### src/logic/timer_core_defs.svh
// Offsets, field positions, reset values for the prescaled timer core
// Assumes a 32-bit AHB-Lite slave decoding full byte addresses
`ifndef TIMER_CORE_DEFS_SVH
`define TIMER_CORE_DEFS_SVH

// ************************************************************
// Register byte addresses
// ************************************************************
`define ADDR_EVENT_FLAG     32'hE000_4000
`define ADDR_RUN_CONTROL    32'hE000_4004
`define ADDR_MAIN_COUNTER   32'hE000_4008
`define ADDR_DIVIDER_LIMIT  32'hE000_400C
`define ADDR_DIVIDER_COUNT  32'hE000_4010
`define ADDR_COMPARE_ACTION 32'hE000_4014
`define ADDR_COMPARE_BASE   32'hE000_4018
`define ADDR_COUNT_SOURCE   32'hE000_4070

// ************************************************************
// Field positions
// ************************************************************
`define RUN_ENABLE_BIT      0
`define RUN_RESET_BIT       1
`define ACT_IRQ_BIT         0
`define ACT_RESET_BIT       1
`define ACT_STOP_BIT        2
`define NUM_COMPARE         4
`define NUM_CAPTURE         4

// ************************************************************
// Reset values
// ************************************************************
`define RST_RUN_CONTROL     8'h00
`define RST_COUNT_SOURCE    8'h00
`define RST_COUNTER         32'h0000_0000
`define RST_ACTION          12'h000

`endif

### src/logic/timer_core_pkg.sv
// Types shared by the prescaled timer core
// Assumes the definitions header is included by users needing offsets
package timer_core_pkg;

  // ************************************************************
  // Count source modes, in field code order
  // ************************************************************
  typedef enum logic [1:0] {
    MODE_TIMER,
    MODE_RISE,
    MODE_FALL,
    MODE_BOTH
  } count_mode_e;

  // ************************************************************
  // Latched AHB address phase
  // ************************************************************
  typedef struct packed {
    logic        valid;
    logic        write;
    logic [31:0] addr;
  } bus_phase_s;

  // Count source register layout
  typedef struct packed {
    logic [3:0]  rsvd;
    logic [1:0]  input_sel;
    count_mode_e mode;
  } count_source_s;

endpackage : timer_core_pkg

### src/logic/prescaled_timer_counter_core.sv
// Prescaled 32-bit timer/counter core with four compare channels
// Assumes one AHB-Lite master; capture inputs are asynchronous pins
`timescale 1ns/100ps
`include "timer_core_defs.svh"

module prescaled_timer_counter_core
  import timer_core_pkg::*;
(
  input  wire logic        hclk,
  input  wire logic        hresetn,
  input  wire logic        hsel,
  input  wire logic [31:0] haddr,
  input  wire logic [1:0]  htrans,
  input  wire logic        hwrite,
  input  wire logic [2:0]  hsize,
  input  wire logic [31:0] hwdata,
  input  wire logic        hready,
  output logic      [31:0] hrdata,
  output logic             hreadyout,
  output logic             hresp,
  input  wire logic [3:0]  capture_input,
  output logic      [3:0]  compare_match
);

  // ************************************************************
  // Declarations
  // ************************************************************
  bus_phase_s    dph_r;
  logic          rd_done_r;
  logic [31:0]   hrdata_r;
  logic [31:0]   rd_nxt;
  logic [7:0]    run_ctrl_r;
  count_source_s src_r;
  logic [31:0]   tc_r;
  logic [31:0]   pc_r;
  logic [31:0]   limit_r;
  logic [11:0]   action_r;
  logic [31:0]   cmp_r [`NUM_COMPARE];
  logic [3:0]    flag_r;
  logic [3:0]    cap_s1_r;
  logic [3:0]    cap_s2_r;
  logic          sel_prev_r;
  logic          sel_now;
  logic          rise;
  logic          fall;
  logic          tick;
  logic          run_en;
  logic          wr_commit;
  logic          wr_run;
  logic          wr_tc;
  logic          wr_pc;
  logic          wr_flag;
  logic [3:0]    match;
  logic [3:0]    irq_hit;
  logic          rst_hit;
  logic          stop_hit;
  logic          terminal;

  // ************************************************************
  // AHB-Lite slave
  // ************************************************************
  // Reads take one wait state so the answer comes from a flop
  // and already shows a write made just before it.
  assign hreadyout = !(dph_r.valid && !dph_r.write && !rd_done_r);
  assign hresp     = 1'b0;
  assign hrdata    = hrdata_r;
  assign wr_commit = dph_r.valid && dph_r.write && hready;
  assign wr_run    = wr_commit && dph_r.addr == `ADDR_RUN_CONTROL;
  assign wr_tc     = wr_commit && dph_r.addr == `ADDR_MAIN_COUNTER;
  assign wr_pc     = wr_commit && dph_r.addr == `ADDR_DIVIDER_COUNT;
  assign wr_flag   = wr_commit && dph_r.addr == `ADDR_EVENT_FLAG;

  always_ff @(posedge hclk or negedge hresetn) begin
    if (!hresetn) begin
      dph_r     <= '0;
      rd_done_r <= 1'b0;
    end else if (hready) begin
      dph_r.valid <= hsel && htrans[1];
      dph_r.write <= hwrite;
      dph_r.addr  <= haddr;
      rd_done_r   <= 1'b0;
    end else if (dph_r.valid && !dph_r.write) begin
      rd_done_r <= 1'b1;
    end
  end

  // Read mux; reserved bits and unmapped addresses read as zero
  always_comb begin
    rd_nxt = 32'h0000_0000;
    unique case (dph_r.addr)
      `ADDR_EVENT_FLAG:     rd_nxt = {28'h000_0000, flag_r};
      `ADDR_RUN_CONTROL:    rd_nxt = {30'h0000_0000, run_ctrl_r[1:0]};
      `ADDR_MAIN_COUNTER:   rd_nxt = tc_r;
      `ADDR_DIVIDER_LIMIT:  rd_nxt = limit_r;
      `ADDR_DIVIDER_COUNT:  rd_nxt = pc_r;
      `ADDR_COMPARE_ACTION: rd_nxt = {20'h0_0000, action_r};
      `ADDR_COUNT_SOURCE:   rd_nxt = {28'h000_0000, src_r[3:0]};
      default: begin
        for (int i = 0; i < `NUM_COMPARE; i++) begin
          if (dph_r.addr == `ADDR_COMPARE_BASE + 32'(4 * i)) begin
            rd_nxt = cmp_r[i];
          end
        end
      end
    endcase
  end

  always_ff @(posedge hclk or negedge hresetn) begin
    if (!hresetn) begin
      hrdata_r <= 32'h0000_0000;
    end else if (dph_r.valid && !dph_r.write && !rd_done_r) begin
      hrdata_r <= rd_nxt;
    end
  end

  // ************************************************************
  // Configuration registers
  // ************************************************************
  always_ff @(posedge hclk or negedge hresetn) begin
    if (!hresetn) begin
      run_ctrl_r <= `RST_RUN_CONTROL;
    end else if (stop_hit) begin
      run_ctrl_r[`RUN_ENABLE_BIT] <= 1'b0;
    end else if (wr_run) begin
      // Reserved bits are kept at zero whatever is written
      run_ctrl_r <= {6'h00, hwdata[1:0]};
    end
  end

  always_ff @(posedge hclk or negedge hresetn) begin
    if (!hresetn) begin
      src_r    <= `RST_COUNT_SOURCE;
      limit_r  <= `RST_COUNTER;
      action_r <= `RST_ACTION;
    end else if (wr_commit) begin
      if (dph_r.addr == `ADDR_COUNT_SOURCE) begin
        src_r <= {4'h0, hwdata[3:0]};
      end
      if (dph_r.addr == `ADDR_DIVIDER_LIMIT) begin
        limit_r <= hwdata;
      end
      if (dph_r.addr == `ADDR_COMPARE_ACTION) begin
        action_r <= hwdata[11:0];
      end
    end
  end

  // ************************************************************
  // Compare channels
  // ************************************************************
  genvar g;
  generate
    for (g = 0; g < `NUM_COMPARE; g++) begin : g_cmp
      always_ff @(posedge hclk or negedge hresetn) begin
        if (!hresetn) begin
          cmp_r[g] <= `RST_COUNTER;
        end else if (wr_commit &&
                     dph_r.addr == `ADDR_COMPARE_BASE + 32'(4 * g)) begin
          cmp_r[g] <= hwdata;
        end
      end
      assign match[g]   = tc_r == cmp_r[g];
      assign irq_hit[g] = match[g] && action_r[3*g + `ACT_IRQ_BIT];
    end
  endgenerate

  always_comb begin
    rst_hit  = 1'b0;
    stop_hit = 1'b0;
    for (int i = 0; i < `NUM_COMPARE; i++) begin
      rst_hit  = rst_hit  || (match[i] && action_r[3*i + `ACT_RESET_BIT]);
      stop_hit = stop_hit || (match[i] && action_r[3*i + `ACT_STOP_BIT]);
    end
  end

  always_ff @(posedge hclk or negedge hresetn) begin
    if (!hresetn) begin
      compare_match <= 4'h0;
    end else begin
      compare_match <= match;
    end
  end

  // Set wins over a same-cycle clear so no match is lost
  always_ff @(posedge hclk or negedge hresetn) begin
    if (!hresetn) begin
      flag_r <= 4'h0;
    end else begin
      flag_r <= (flag_r & ~(wr_flag ? hwdata[3:0] : 4'h0))
                | irq_hit;
    end
  end

  // ************************************************************
  // Capture input sampling and edge detect
  // ************************************************************
  generate
    for (g = 0; g < `NUM_CAPTURE; g++) begin : g_sync
      always_ff @(posedge hclk or negedge hresetn) begin
        if (!hresetn) begin
          cap_s1_r[g] <= 1'b0;
          cap_s2_r[g] <= 1'b0;
        end else begin
          cap_s1_r[g] <= capture_input[g];
          cap_s2_r[g] <= cap_s1_r[g];
        end
      end
    end
  endgenerate

  // Inputs must hold each level a full clock or edges are missed
  assign sel_now = cap_s2_r[src_r.input_sel];

  always_ff @(posedge hclk or negedge hresetn) begin
    if (!hresetn) begin
      sel_prev_r <= 1'b0;
    end else begin
      sel_prev_r <= sel_now;
    end
  end

  assign rise = sel_now && !sel_prev_r;
  assign fall = !sel_now && sel_prev_r;

  always_comb begin
    unique case (src_r.mode)
      MODE_TIMER: tick = 1'b1;
      MODE_RISE:  tick = rise;
      MODE_FALL:  tick = fall;
      MODE_BOTH:  tick = rise || fall;
    endcase
  end

  // ************************************************************
  // Divider and main counter
  // ************************************************************
  assign run_en   = run_ctrl_r[`RUN_ENABLE_BIT] && !stop_hit;
  assign terminal = run_en && tick && pc_r == limit_r;

  // Reset bit outranks bus writes so counters stay at zero
  always_ff @(posedge hclk or negedge hresetn) begin
    if (!hresetn) begin
      pc_r <= `RST_COUNTER;
    end else if (run_ctrl_r[`RUN_RESET_BIT]) begin
      pc_r <= `RST_COUNTER;
    end else if (wr_pc) begin
      pc_r <= hwdata;
    end else if (terminal) begin
      pc_r <= `RST_COUNTER;
    end else if (run_en && tick) begin
      pc_r <= pc_r + 32'h0000_0001;
    end
  end

  always_ff @(posedge hclk or negedge hresetn) begin
    if (!hresetn) begin
      tc_r <= `RST_COUNTER;
    end else if (run_ctrl_r[`RUN_RESET_BIT]) begin
      tc_r <= `RST_COUNTER;
    end else if (wr_tc) begin
      tc_r <= hwdata;
    end else if (terminal && rst_hit) begin
      tc_r <= `RST_COUNTER;
    end else if (terminal) begin
      // Plain 32-bit add wraps to zero; no flag is raised
      tc_r <= tc_r + 32'h0000_0001;
    end
  end
endmodule : prescaled_timer_counter_core

### config.mk
export PLATFORM = sky130hd
export DESIGN_NAME = prescaled_timer_counter_core
export DESIGN_NICKNAME = d
export VERILOG_FILES = /design/src/logic/timer_core_pkg.sv /design/src/logic/prescaled_timer_counter_core.sv
export VERILOG_INCLUDE_DIRS = /design/src /design/src/logic
export SDC_FILE = /design/constraint.sdc
export NUM_CORES = 1
export LEC_CHECK = 0
export ABC_AREA = 1
export BUFFER_PORTS_ARGS = -buffer_cell sky130_fd_sc_hd__buf_4
export CAP_MARGIN = 20
export CELL_PAD_IN_SITES_DETAIL_PLACEMENT = 0
export CELL_PAD_IN_SITES_GLOBAL_PLACEMENT = 2
export CORE_MARGIN = 4
export CORE_UTILIZATION = 37
export CTS_BUF_LIST = sky130_fd_sc_hd__clkbuf_8
export DETAILED_ROUTE_END_ITERATION = 7
export GPL_ROUTABILITY_DRIVEN = 0
export PLACE_DENSITY = 0.81
export SETUP_SLACK_MARGIN = 0.3
export SLEW_MARGIN = 25
export SYNTH_ARGS = -nofsm -noshare
export SYNTH_HDL_FRONTEND = slang
export SYNTH_SLANG_ARGS = --single-unit
### constraint.sdc
create_clock -name hclk -period 2.5 [get_ports hclk]
set_clock_uncertainty 0.1 [all_clocks]
set_input_delay 0.125 -clock hclk [delete_from_list [all_inputs] [get_ports hclk]]
set_output_delay 0.125 -clock hclk [all_outputs]
set_load 0.1 [all_outputs]
After elaboration in Yosys (flattened, before gate mapping)

Index checks and enable logic that the tools add are counted.

Bits in latches: 0
Word-level logic and storage cells: 128
RAM bits: 0
Flip-flop bits (word level): 326
Memory bits (read-only): 0
Bits of input ports: 78
Memories kept: 0

Shift-type cells: 0
Bitwise gates (word level): 4
$lt $le $gt $ge: 1
Divide/modulo/power cells: 0
Multiplexer cells: 21
Reductions and logical operators: 53
Eq/ne operators: 19
$add $sub $neg: 2
$mul: 0

Operator list:

| operator                                            | count |
|---|---|
| 2-to-1 mux 32 bit                                   | 12 |
| == test 32 bit (second input constant)              | 11 |
| case mux 32 bit (7 select lines)                    | 1 |
| == test 32 bit                                      | 5 |
| adder 32 x 1 -> 32 bit (second input constant)      | 2 |
| logical AND 1 bit                                   | 31 |
| AND reduction 2 bit                                 | 4 |
| nonzero test 4 bit                                  | 2 |
| logical OR 1 bit                                    | 7 |
| zero test 1 bit                                     | 6 |
| 2-to-1 mux 1 bit                                    | 5 |
| AND 4 bit                                           | 1 |
| == test 2 bit (second input constant)               | 2 |
| 2-to-1 mux 4 bit                                    | 1 |
| inverter 4 bit                                      | 1 |
| bitwise OR 4 bit                                    | 1 |
| case mux 1 bit (4 select lines)                     | 1 |
| nonzero test 2 bit                                  | 2 |
| < comparator 2 x 3 -> 1 bit (second input constant) | 1 |
| binary-select mux 1 bit (select 2 bit)              | 1 |
| == test 2 x 1 -> 1 bit (second input constant)      | 1 |
| zero test 2 bit                                     | 1 |
| inverter 1 bit                                      | 1 |

Logic depth before layout (Yosys ltp)

Gate-level depths: netlist of the first run.

Word-level depth: 13
Mapped depth: 18
Depth with buffers taken out: 16

Worst setup path after synthesis of the first run

No wires, ideal clock.

Path type: register -> register
Start point: register src_r[2] (netlist name)
End point: register tc_r[10]
Setup slack: 0.253 ns
Arrival: 2.030 ns
Buffers on the path: 2
Stages on the path, launching flop included: 16
Cell sequence: dfrtp_1 -> inv_1 -> nand2_1 -> a32oi_1 -> inv_1 -> ha_1 -> a21oi_1 -> o21ai_0 -> nand2_1 -> nand4_2 -> buf_6 -> buf_6 -> o21bai_1 -> nand2_1 -> nand2_1 -> nand2_1

Word-level cells in the longest chain between the ends: 12

Ends and longest elaborated chain:

| what                                     | line                                | RTL |
|---|---|---|
| from (decl)                              | prescaled_timer_counter_core.sv:33  | `count_source_s src_r;` |
| from (signal assigned)                   | prescaled_timer_counter_core.sv:132 | `` src_r <= `RST_COUNT_SOURCE; `` |
| from (signal assigned)                   | prescaled_timer_counter_core.sv:137 | `src_r <= {4'h0, hwdata[3:0]};` |
| binary-select mux 1 bit (select 2 bit) * | prescaled_timer_counter_core.sv:212 | `assign sel_now = cap_s2_r[src_r.input_sel];` |
| 2-to-1 mux 1 bit (not written as such) * | prescaled_timer_counter_core.sv:212 |  |
| via sel_now                              | prescaled_timer_counter_core.sv:43  | `logic sel_now;` |
| zero test 1 bit                          | prescaled_timer_counter_core.sv:223 | `assign fall = !sel_now && sel_prev_r;` |
| logical AND 1 bit                        | prescaled_timer_counter_core.sv:223 |  |
| logical OR 1 bit                         | prescaled_timer_counter_core.sv:230 | `MODE_BOTH: tick = rise \|\| fall;` |
| case mux 1 bit (4 select lines) *        | prescaled_timer_counter_core.sv:226 | `unique case (src_r.mode)` |
| logical AND 1 bit * (2 in a row)         | prescaled_timer_counter_core.sv:238 | `assign terminal = run_en && tick && pc_r == limit_r;` |
| logical AND 1 bit                        | prescaled_timer_counter_core.sv:262 | `end else if (terminal && rst_hit) begin` |
| 2-to-1 mux 32 bit                        | prescaled_timer_counter_core.sv:262 |  |
| 2-to-1 mux 32 bit                        | prescaled_timer_counter_core.sv:260 | `end else if (wr_tc) begin` |
| 2-to-1 mux 32 bit                        | prescaled_timer_counter_core.sv:258 | `` end else if (run_ctrl_r[`RUN_RESET_BIT]) begin `` |
| to (signal assigned)                     | prescaled_timer_counter_core.sv:259 | `` tc_r <= `RST_COUNTER; `` |
| to (signal assigned)                     | prescaled_timer_counter_core.sv:261 | `tc_r <= hwdata;` |
| to (signal assigned)                     | prescaled_timer_counter_core.sv:263 | `` tc_r <= `RST_COUNTER; `` |
| to (decl)                                | prescaled_timer_counter_core.sv:34  | `logic [31:0] tc_r;` |

The timed path passes the listed nets; every way through them passes the cells marked *. The select of a mux whose other input is x is not followed.
A chain may end at the register's enable or synchronous reset.

Worst setup path in the final report of the first run

Start point: register tc_r[28]
End point: register pc_r[26]

Word-level cells in the longest chain between the ends: 12

Ends and longest elaborated chain:

| what                          | line                                                                     | RTL |
|---|---|---|
| from (signal assigned)        | prescaled_timer_counter_core.sv:257                                      | `` tc_r <= `RST_COUNTER; `` |
| from (signal assigned)        | prescaled_timer_counter_core.sv:259                                      |  |
| from (signal assigned)        | prescaled_timer_counter_core.sv:261                                      |  |
| == test 32 bit                | prescaled_timer_counter_core.sv:162                                      | `assign match[g] = tc_r == cmp_r[g];` |
| logical AND 1 bit             | prescaled_timer_counter_core.sv:172                                      | `` stop_hit = stop_hit \|\| (match[i] && action_r[3*i + `ACT_STOP_BIT]); `` |
| logical OR 1 bit (2 in a row) | prescaled_timer_counter_core.sv:172                                      |  |
| logical OR 1 bit *            | prescaled_timer_counter_core.sv:172                                      |  |
| zero test 1 bit *             | prescaled_timer_counter_core.sv:237                                      | `` assign run_en = run_ctrl_r[`RUN_ENABLE_BIT] && !stop_hit; `` |
| logical AND 1 bit *           | prescaled_timer_counter_core.sv:237                                      |  |
| logical AND 1 bit *           | prescaled_timer_counter_core.sv:238, prescaled_timer_counter_core.sv:250 |  |
| logical AND 1 bit             | prescaled_timer_counter_core.sv:238                                      |  |
| 2-to-1 mux 32 bit             | prescaled_timer_counter_core.sv:248                                      | `end else if (terminal) begin` |
| 2-to-1 mux 32 bit             | prescaled_timer_counter_core.sv:246                                      | `end else if (wr_pc) begin` |
| 2-to-1 mux 32 bit             | prescaled_timer_counter_core.sv:244                                      | `` end else if (run_ctrl_r[`RUN_RESET_BIT]) begin `` |
| to (signal assigned)          | prescaled_timer_counter_core.sv:245                                      | `` pc_r <= `RST_COUNTER; `` |
| to (signal assigned)          | prescaled_timer_counter_core.sv:247                                      | `pc_r <= hwdata;` |
| to (signal assigned)          | prescaled_timer_counter_core.sv:249                                      | `` pc_r <= `RST_COUNTER; `` |
| to (decl)                     | prescaled_timer_counter_core.sv:35                                       | `logic [31:0] pc_r;` |

Mark *: on every way between the ends. The rest lies on a longest branch, timed or not.

==> metrics, run 1 <==
outcome=finished, violations left; failing checks=DRC, setup timing; unrepaired setup endpoints after global routing=true; Yosys warnings=0; most frequent cell after synthesis=nand2_1; leading area contributor after synthesis=dfrtp_1; Die H=234.3 um; CP Max Fanout=8; CTS root buf=clkbuf_8; TritonCTS buffer count=61; Initial Util=37.61%; setup ws final=-0.01926 ns; die area=0.05490 mm^2; Max Cap Viol=0; Area after DPL=0.02195 mm^2; Buffers & Inverters on Critical Path=3; Seq cells post-synth=326; Post-Layout Inst Area=0.02728 mm^2; crit path cell chain=buf_6 -> xnor2_2 -> nand2_2 -> nor2_1 -> nand2_1 -> nor2_4 -> nand3_2 -> nand2_2 -> nor2_4 -> buf_6 -> nand3_4 -> nand2_8 -> nand2_8 -> clkbuf_16 -> a21oi_1 -> nand2_1 -> nand2_1; largest net degree at the start of global routing=65; CTS max path bufs=3; Slew Viols, Final=0; Multi-input gate area=0.01069 mm^2; Worst EP required=2.96 ns; slowest CP cell=dfrtp_2; Clock Sinks=326; Port-buffer cells=110; cell count after synthesis=2543; later-pin clock latency in the skew report=0.70 ns; Util after Layout=54.16%; Leak=13.13 nW; post-synth top area share=43.05%; Core Area=0.05038 mm^2; reg-to-reg endpoint=pc_r[26]; Worst Setup Start Kind=flip-flop; internal reg-to-reg setup slack=-0.02 ns; CP dominant cell by count=nand2_1; gr ovfl total=0; clk slew on worst S/H paths=0.06 ns; Non-Filler Instances=3712; area taken by flip-flops and latches=0.008194 mm^2; Post-synth EDFFs=0; final setup vio count=6; initial antenna violation count=0; DRT Pass-1 Iters=8; cells on worst reg2reg path=17; Seq/Total Area, Yosys=43.05%; fillers=4776; DRT Wirelength=81420 um; H-Tree Depth=2; 1st-iter DRT viols=1614; hold crit path type=in2async; CP peak stage delay=0.50 ns; Row Count=82; nets=3075; Cell Area, Synth=0.01895 mm^2; crit end category=flip-flop; dpl hpwl=53060 um; Residual DRC=2; first-pass GRT wire length=115100 um; placed insts=3399; die width=234.3 um; Post-synth top cells=896 x nand2_1, 326 x dfrtp_1, 210 x o21ai_0, 155 x inv_1, 126 x xnor2_1; Area Overhead vs Synth=44.00%; Place WS=-0.2226 ns; Rel. slew slack=61.47%; I/O Pins=116; Worst Hold Slack=0.02119 ns; Post-synth ARST share=100.0%; Routed Antenna Nets=0; Synth Net Count=2625; TritonCTS clock tree=done; Overall Global Routing Usage=27.81%; vias in the first global route=18469; vias post-DR=19559; Critical R2R Launch=tc_r[28]; most common flop cell mapped by yosys=dfrtp_1; Via density=5.269; Worst Setup Path Type=reg2reg; worst-margin pin slew=0.5773 ns; min Tclk post-route=2.519 ns; syn_area_per_cell=7.451 um^2; worst path arrival time=2.98 ns; Tcrit/Tclk final=100.8%; CP top delay family=simple AND/OR/NAND/NOR gates; dominant cells by area after synthesis=dfrtp_1 43%, nand2_1 18%, xnor2_1 5.8%, o21ai_0 5.5%, inv_1 3.1%; worst vdd ir=348.4 uV; final number of hold-violating endpoints=0; power density cells=422.6 mW/mm^2; Fmax achieved=396.9 MHz; post-DR wirelength/cell=21.94 um; share of cells above drive strength 1=29.22%; Yosys cell types=42
-- sequential cells by signal, indices dropped and copies added, names as in the netlist --
register and count:
cmp_r 128, dph_r 34, hrdata 32, limit_r 32
pc_r 32, tc_r 32, action_r 12, cap_s1_r 4
cap_s2_r 4, compare_match 4, flag_r 4, src_r 4
run_ctrl_r 2, rd_done_r 1, sel_prev_r 1
-- cells by family (layout without fill, tap and decap cells) --
group / after synthesis / after routing / synth area share [%]
AND/OR/NAND/NOR: 1255 / 1255 / 27.75
AO/OA/AOI/OAI: 451 / 451 / 12.61
buffers and inverters: 329 / 825 / 7.845
flip-flops: 326 / 326 / 43.05
XOR/XNOR: 156 / 156 / 7.211
multiplexers: 21 / 21 / 1.248
adder cells (fa/ha/maj): 4 / 4 / 0.2641
other: 1 / 2 / 0.01979
-- layer usage --
layer	part of all wire (%)	track usage (%)	wire, um	vias up
li1	-	-	-	9124
met5	0	0	0	-
met2	46	45.22	37670	720
met3	6.4	4.252	5197	202
met4	5.0	9.044	4110	0
met1	42	38.22	34440	9513
-- worst min-delay path: cells and delay by family --
kind     cells  cell delay, ns
buf+inv      3            1.05
-- metrics by stage --
step                power (mW)  TNS (ns)
floorplan                5.628         0
global placement         5.975    -11.81
detailed placement       5.985    -11.59
CTS                      11.61         0
global route             11.95    -3.075
finish                   11.53  -0.06575
-- final cells by class --
| cell class | instances | area share (%) |
|---|---|---|
| clock buffers | 75 | 3.783 |
| flip-flops and latches | 326 | 30.03 |
| multi-input cells | 1888 | 39.19 |
| diodes | 1 | 0.009171 |
| clock inverters | 34 | 0.7429 |
| repair inverters | 1 | 0.03210 |
| inverters | 184 | 2.747 |
| repair buffers | 531 | 20.38 |
| well taps | 672 | 3.082 |
-- layout by cell type (no fill, tap or decap), types with 30 or more instances in the layout --
cell and count:
dlygate4sd3_1 118, buf_6 31, nand3_1 77, nor2_1 80
a21oi_2 35, xnor2_1 107, o21bai_1 31, o21ai_0 125
buf_4 303, xor2_1 30, buf_12 48, o21ai_1 148
nand2_2 82, nand2_1 802, dfrtp_1 297, clkbuf_8 75
nand4_1 42, inv_1 172, a21oi_1 59
-- worst max-delay path by stage --
stage / startpoint / to / slack, ns / cells after the start
2_1_floorplan: src_r[2] / tc_r[10] / 0.30 / 15
3_5_place_dp: tc_r[30] / tc_r[18] / -0.22 / 16
4_1_cts: tc_r[25] / tc_r[3] / 0.05 / 16
5_1_grt: tc_r[13] / pc_r[27] / -0.09 / 16
6_report: tc_r[28] / pc_r[26] / -0.02 / 17
3_3_place_gp: tc_r[27] / tc_r[6] / -0.22 / 16
-- repair_timing --
| action | CTS | global route |
|---|---|---|
| hold endpoints to repair | 609 | 0 |
| hold buffers | 119 | 0 |
| resized for setup | 140 | 376 |
| pin swaps | 39 | 140 |
| buffers inserted | 21 | 32 |
| setup endpoints to repair | 272 | 274 |
| cloned | 13 | 18 |
-- where the power goes --
part           switching (mW)  internal [mW]  leakage [nW]
clock network            2.50           2.90         0.727
registers              0.0423           5.34          4.37
logic                   0.433          0.317          8.03
Note: power is estimated with default switching activity, not from simulation.
==> inputs of run 2 (changes only) <==
Settings changed: RECOVER_POWER from default to 100.
==> run 2 against run 1 <==
The run ends with setup timing left; via count up 0.22%; hold slack gained 0.11 ns; combinational power shrank 2%; worst setup slack lost 0.024 ns; register-to-register slack worse by 0.02 ns; sequential share of layout area up 0.22 points; clock power is essentially flat; clock-buffer cell count did not move; largest power group unchanged.
==> metrics, run 2 (synthesized netlist as in run 1, its figures left out) <==
outcome=finished, violations left; failing checks=setup timing; crit path to=pc_r[26]; gr ovfl total=0 (unchanged); Area Overhead vs Synth=42.95%; placed insts=3399 (unchanged); Initial Util=37.61% (unchanged); clk slew on worst S/H paths=0.06 ns (about the same); Multi-input gate area=0.01069 mm^2 (unchanged); Biggest register=cmp_r; Util after Layout=53.77% (-0.39 points); Area after DPL=0.02195 mm^2 (unchanged); worst vdd ir=348.2 uV (about the same); Worst EP required=2.96 ns (about the same); final number of hold-violating endpoints=0 (unchanged); Via density=5.280 (+0.20%); TritonCTS clock tree=done; CTS root buf=clkbuf_8; setup ws final=-0.04368 ns (-0.02443 ns); most frequent cells in the layout=802 x nand2_1, 297 x dfrtp_1, 261 x buf_4; Leak=12.95 nW (-1.3%); worst-margin pin slew=1.381 ns (+0.8034 ns); hold crit path type=in2reg; die width=234.3 um (unchanged); TritonCTS buffer count=61 (unchanged); Core Area=0.05038 mm^2 (unchanged); DRT Pass-1 Iters=5 (-3); first-pass GRT wire length=115100 um (unchanged); worst path arrival time=3.00 ns (+0.02 ns); Clock Sinks=326 (unchanged); 1st-iter DRT viols=1602 (-0.74%); nets=3075 (unchanged); P_sw=2.977 mW (about the same); dpl hpwl=53060 um (unchanged); Reg power frac=46.7% (about the same); Routed Antenna Nets=0 (unchanged); Setup crit start=tc_r[28]; unrepaired setup endpoints after global routing=true; CTS max path bufs=3 (unchanged); initial antenna violation count=0 (unchanged); Rel. slew slack=7.953% (-54 points); Worst Setup Start Kind=flip-flop; vias post-DR=19603 (+0.22%); Residual DRC=0 (-2); CP Max Fanout=8 (unchanged); final setup vio count=17 (+11); biggest regs=cmp_r: 128 flops, dph_r: 34 flops; WHS Path Cells=3; internal reg-to-reg setup slack=-0.04 ns (-0.02 ns); Die H=234.3 um (unchanged); power density cells=425.3 mW/mm^2 (+0.64%); area taken by flip-flops and latches=0.008194 mm^2 (unchanged); min Tclk post-route=2.544 ns (+0.02443 ns); Max Cap Viol=0 (unchanged); Critical R2R Launch=tc_r[28]; Worst Hold Slack=0.1326 ns (+0.1114 ns); Post-Layout Inst Area=0.02709 mm^2 (-0.73%); switch share=25.84% (+0.041 points); cells on worst reg2reg path=17 (unchanged); H-Tree Depth=2 (unchanged); Fmax achieved=393.1 MHz (-0.96%); Overall Global Routing Usage=27.81% (unchanged); later-pin clock latency in the skew report=0.70 ns (about the same); max FFs per register=128 (unchanged); vias in the first global route=18469 (unchanged); DRT Wirelength=81380 um (about the same); largest net degree at the start of global routing=65 (unchanged); internal power=8.544 mW (-0.15%); share of cells above drive strength 1=28.00% (-1.2 points); post-DR wirelength/cell=21.92 um (about the same); crit end category=flip-flop; Tcrit/Tclk final=101.7% (+0.98 points); Non-Filler Instances=3713 (+0.027%); Comb pwr share=6.4% (about the same); reg-to-reg endpoint=pc_r[26]; Worst Setup Path Type=reg2reg; commonest non-fill, non-tap cell in the layout=nand2_1; clock network fraction of total power=46.9% (about the same); fillers=4813 (+0.77%); I/O Pins=116 (unchanged); Port-buffer cells=110 (unchanged); Row Count=82 (unchanged); Slew Viols, Final=0 (unchanged); die area=0.05490 mm^2 (unchanged); Place WS=-0.2226 ns (unchanged)
-- run 2: area by class of cell --
type,instances,share of cell area (%)
antenna,2,0.01848
clock buffer,75,3.811
clock inverter,34,0.7483
inverter,184,2.767
multi-input combinational,1888,39.48
sequential,326,30.25
tap,672,3.104
timing repair buffer,531,19.79
timing repair inverter,1,0.03234
-- run 2: layer usage --
metal	up-vias	track usage (%)	part of all wire, %
li1	9132	-	-
met1	9530	38.22	42
met2	746	45.22	46
met3	195	4.252	6.5
met4	0	9.044	4.9
met5	-	0	0
-- run 2: power by group through the flow --
stage	Sequential, mW	Clock (mW)	Combinational, mW
floorplan	5.46	0	0.169
global placement	5.46	0	0.511
detailed placement	5.47	0	0.518
CTS	5.38	5.52	0.714
global route	5.39	5.75	0.795
finish	5.38	5.40	0.734
-- run 2: how the worst min path moves through the flow --
stage               from     endpoint  slack (ns)
4_1_cts          hresetn  action_r[1]      0.0007
3_5_place_dp     hresetn   hrdata[12]      -0.006
5_1_grt        haddr[31]    dph_r[31]         0.1
3_3_place_gp     hresetn   hrdata[12]       -0.01
2_1_floorplan    hresetn  action_r[0]       -0.27
6_report       haddr[31]    dph_r[31]        0.13
-- run 2: metrics by stage --
stage,setup TNS [ns],power (mW)
floorplan,0,5.628
global placement,-11.81,5.975
detailed placement,-11.59,5.985
CTS,0,11.61
global route,-3.075,11.93
finish,-0.3111,11.52
-- run 2: what timing repair did --
| action | CTS | global route |
|---|---|---|
| pin swaps | 39 | 140 |
| gates cloned | 13 | 18 |
| gates resized for setup | 140 | 376 |
| hold buffers | 119 | 0 |
| hold endpoints to repair | 609 | 0 |
| setup endpoints to repair | 272 | 274 |
| buffers inserted | 21 | 32 |
-- run 2: critical path, stage by stage, from the launching register on --
cell and delay, ns:
dfrtp_2 0.50, buf_6 0.16, xnor2_2 0.13, nand2_2 0.10, nor2_1 0.11, nand2_1 0.09
nor2_4 0.17, nand3_2 0.10, nand2_2 0.12, nor2_4 0.05, buf_6 0.11, nand3_4 0.07
nand2_8 0.09, nand2_8 0.11, clkbuf_16 0.20, a21oi_1 0.05, nand2_1 0.07, nand2_1 0.05
==> inputs of run 3 (changes only) <==
Settings changed: REMOVE_ABC_BUFFERS from default to 1.
==> run 3 against run 2 <==
The flow still finishes with violations (setup timing); core utilization is 0.47 points lower; power is 1.4% lower; hold slack worse by 0.0027 ns; first-iteration DRC count is 7.4% lower; sequential share of layout area is 0.24 points higher; global-route usage is 0.69 points lower; non-clock buffer count is 2 lower; sequential power hardly changed; combinational power is 4.2% lower; register-to-register slack hardly changed; maximum frequency is 0.55% higher; largest cell class unchanged; highest routed layer unchanged.
==> metrics, run 3 (synthesized netlist as in run 1, its figures left out) <==
outcome=finished, violations left; failing checks=setup timing; Tcrit/Tclk final=101.2% (-0.55 points); Worst Setup Start Kind=flip-flop; worst path arrival time=3.02 ns (+0.02 ns); Worst Hold Slack=0.1299 ns (-0.002685 ns); post-DR wirelength/cell=21.41 um (-2.3%); commonest non-fill, non-tap cell in the layout=nand2_1; Initial Util=37.61% (unchanged); internal reg-to-reg setup slack=-0.03 ns (about the same); min Tclk post-route=2.530 ns (-0.01386 ns); gr ovfl total=0 (unchanged); Total Power=11.36 mW (-1.4%); CP top delay family=simple AND/OR/NAND/NOR gates; Slew Viols, Final=0 (unchanged); CTS root buf=clkbuf_8; Buffers & Inverters on Critical Path=3 (unchanged); worst vdd ir=346.8 uV (-0.41%); largest net degree at the start of global routing=75 (+15%); nets=3073 (-0.065%); Biggest register=cmp_r; H-Tree Depth=2 (unchanged); Routed Antenna Nets=0 (unchanged); CP dominant cell by count=nand2_1; first-pass GRT wire length=112400 um (-2.3%); dpl hpwl=52400 um (-1.2%); Core Area=0.05038 mm^2 (unchanged); crit path cell chain=nor4_2 -> nand2_1 -> buf_6 -> nor3_4 -> nand2_4 -> clkbuf_16 -> o21ai_0 -> buf_4 -> a21oi_1 -> o211ai_1 -> nand2_1 -> nand2_1; Final TNS setup=-0.07199 ns (+0.2391 ns); Worst EP required=2.99 ns (+0.03 ns); power density cells=423.0 mW/mm^2 (-0.56%); slowest CP cell=dfrtp_1; Fmax achieved=395.3 MHz (+0.55%); initial antenna violation count=1 (+1); DRT Pass-1 Iters=5 (unchanged); worst-margin pin slew=1.348 ns (-0.03291 ns); I/O Pins=116 (unchanged); CP Max Fanout=6 (-2); cells on worst reg2reg path=12 (-5); crit end category=flip-flop; reg-to-reg endpoint=hrdata[19]; CTS max path bufs=3 (unchanged); Worst Setup Path Type=reg2reg; later-pin clock latency in the skew report=0.68 ns (-0.02 ns); vias in the first global route=18401 (-0.37%); final number of hold-violating endpoints=0 (unchanged); TritonCTS clock tree=done; final setup vio count=4 (-13); share of cells above drive strength 1=27.29% (-0.71 points); Residual DRC=0 (unchanged); setup ws final=-0.02982 ns (+0.01386 ns); Place WS=-0.1070 ns (+0.1156 ns); vias post-DR=19000 (-3.1%); Critical R2R Launch=dph_r[9]; Max Cap Viol=0 (unchanged); die area=0.05490 mm^2 (unchanged); Port-buffer cells=110 (unchanged); Rel. slew slack=10.15% (+2.2 points); Die H=234.3 um (unchanged); biggest regs=cmp_r: 128 flops, dph_r: 34 flops; Area after DPL=0.02193 mm^2 (-0.11%); unrepaired setup endpoints after global routing=true; most frequent cells in the layout=822 x nand2_1, 315 x buf_4, 302 x dfrtp_1; CP peak stage delay=0.39 ns (-0.11 ns); placed insts=3396 (-0.088%); WHS Path Cells=3 (unchanged); Util after Layout=53.30% (-0.47 points); Via density=5.125 (-2.9%); clk slew on worst S/H paths=0.06 ns (about the same); hold crit path type=in2reg; Row Count=82 (unchanged); Clock Sinks=326 (unchanged); DRT Wirelength=79380 um (-2.5%); Post-Layout Inst Area=0.02685 mm^2 (-0.88%); max FFs per register=128 (unchanged); Leak=13.19 nW (+1.8%); TritonCTS buffer count=61 (unchanged); Non-Filler Instances=3707 (-0.16%); Hold Crit Endpoint=dph_r[18]; Min-Delay Startpoint=haddr[18]; die width=234.3 um (unchanged); 1st-iter DRT viols=1484 (-7.4%); Area Overhead vs Synth=41.69%; Overall Global Routing Usage=27.11% (-0.69 points)
run 3: cell count changes in the layout (fill, tap and decap cells not counted), sizes merged:
cell	before	now
dlygate4sd3	118	103
bufinv	2	1
clkinvlp	1	0
inv	204	207
bufbuf	1	2
clkbuf	134	97
buf	353	405
clkinv	12	4
nand2	906	907
diode	2	1
run 3: final cells by class:
cell class                 instances  area [um^2]
antenna                            1        2.502
clock buffer                      78         1074
sequential                       326         8188
tap                              672        840.8
multi-input combinational       1889        10450
fill                            4823        23530
timing repair buffer             529         5419
inverter                         184        740.7
clock inverter                    28        138.9
run 3: how the worst max path moves through the flow:
stage	from	slack, ns	cells after the start	to
3_5_place_dp	src_r[2]	-0.11	15	tc_r[21]
2_1_floorplan	dph_r[26]	-1.90	5	cmp_r[100]
6_report	dph_r[9]	-0.03	12	hrdata[19]
5_1_grt	src_r[2]	-0.14	15	tc_r[20]
4_1_cts	src_r[2]	0.06	15	tc_r[21]
3_3_place_gp	src_r[2]	-0.03	15	tc_r[21]
run 3: power breakdown:
| group | total [mW] | internal [mW] | switching (mW) |
|---|---|---|---|
| combinational | 0.703 | 0.284 | 0.418 |
| sequential | 5.38 | 5.34 | 0.0401 |
| clock | 5.27 | 2.86 | 2.41 |
run 3: worst register-to-register path, delay by kind of cell (launching register included):
family | cells | cell delay, ns
DFF | 1 | 0.39
buffers and inverters | 3 | 0.56
and+or+nand+nor | 6 | 1.03
AOI/OAI and AO/OA | 3 | 0.38
run 3: layer usage:
metal / GRT usage (%) / vias to the layer above / routed length, um
met5: 0 / - / 0
met4: 8.509 / 0 / 2835
met3: 5.151 / 145 / 5346
met2: 43.83 / 600 / 37200
met1: 36.97 / 9136 / 34010
li1: - / 9119 / -
run 3: repair_timing:
action / CTS / global route
resized for setup: 142 / 286
gates cloned: 11 / 19
hold buffers: 103 / 0
endpoints found under the hold margin: 610 / 0
setup endpoints to repair: 261 / 270
pin swaps: 25 / 74
buffers inserted: 36 / 35
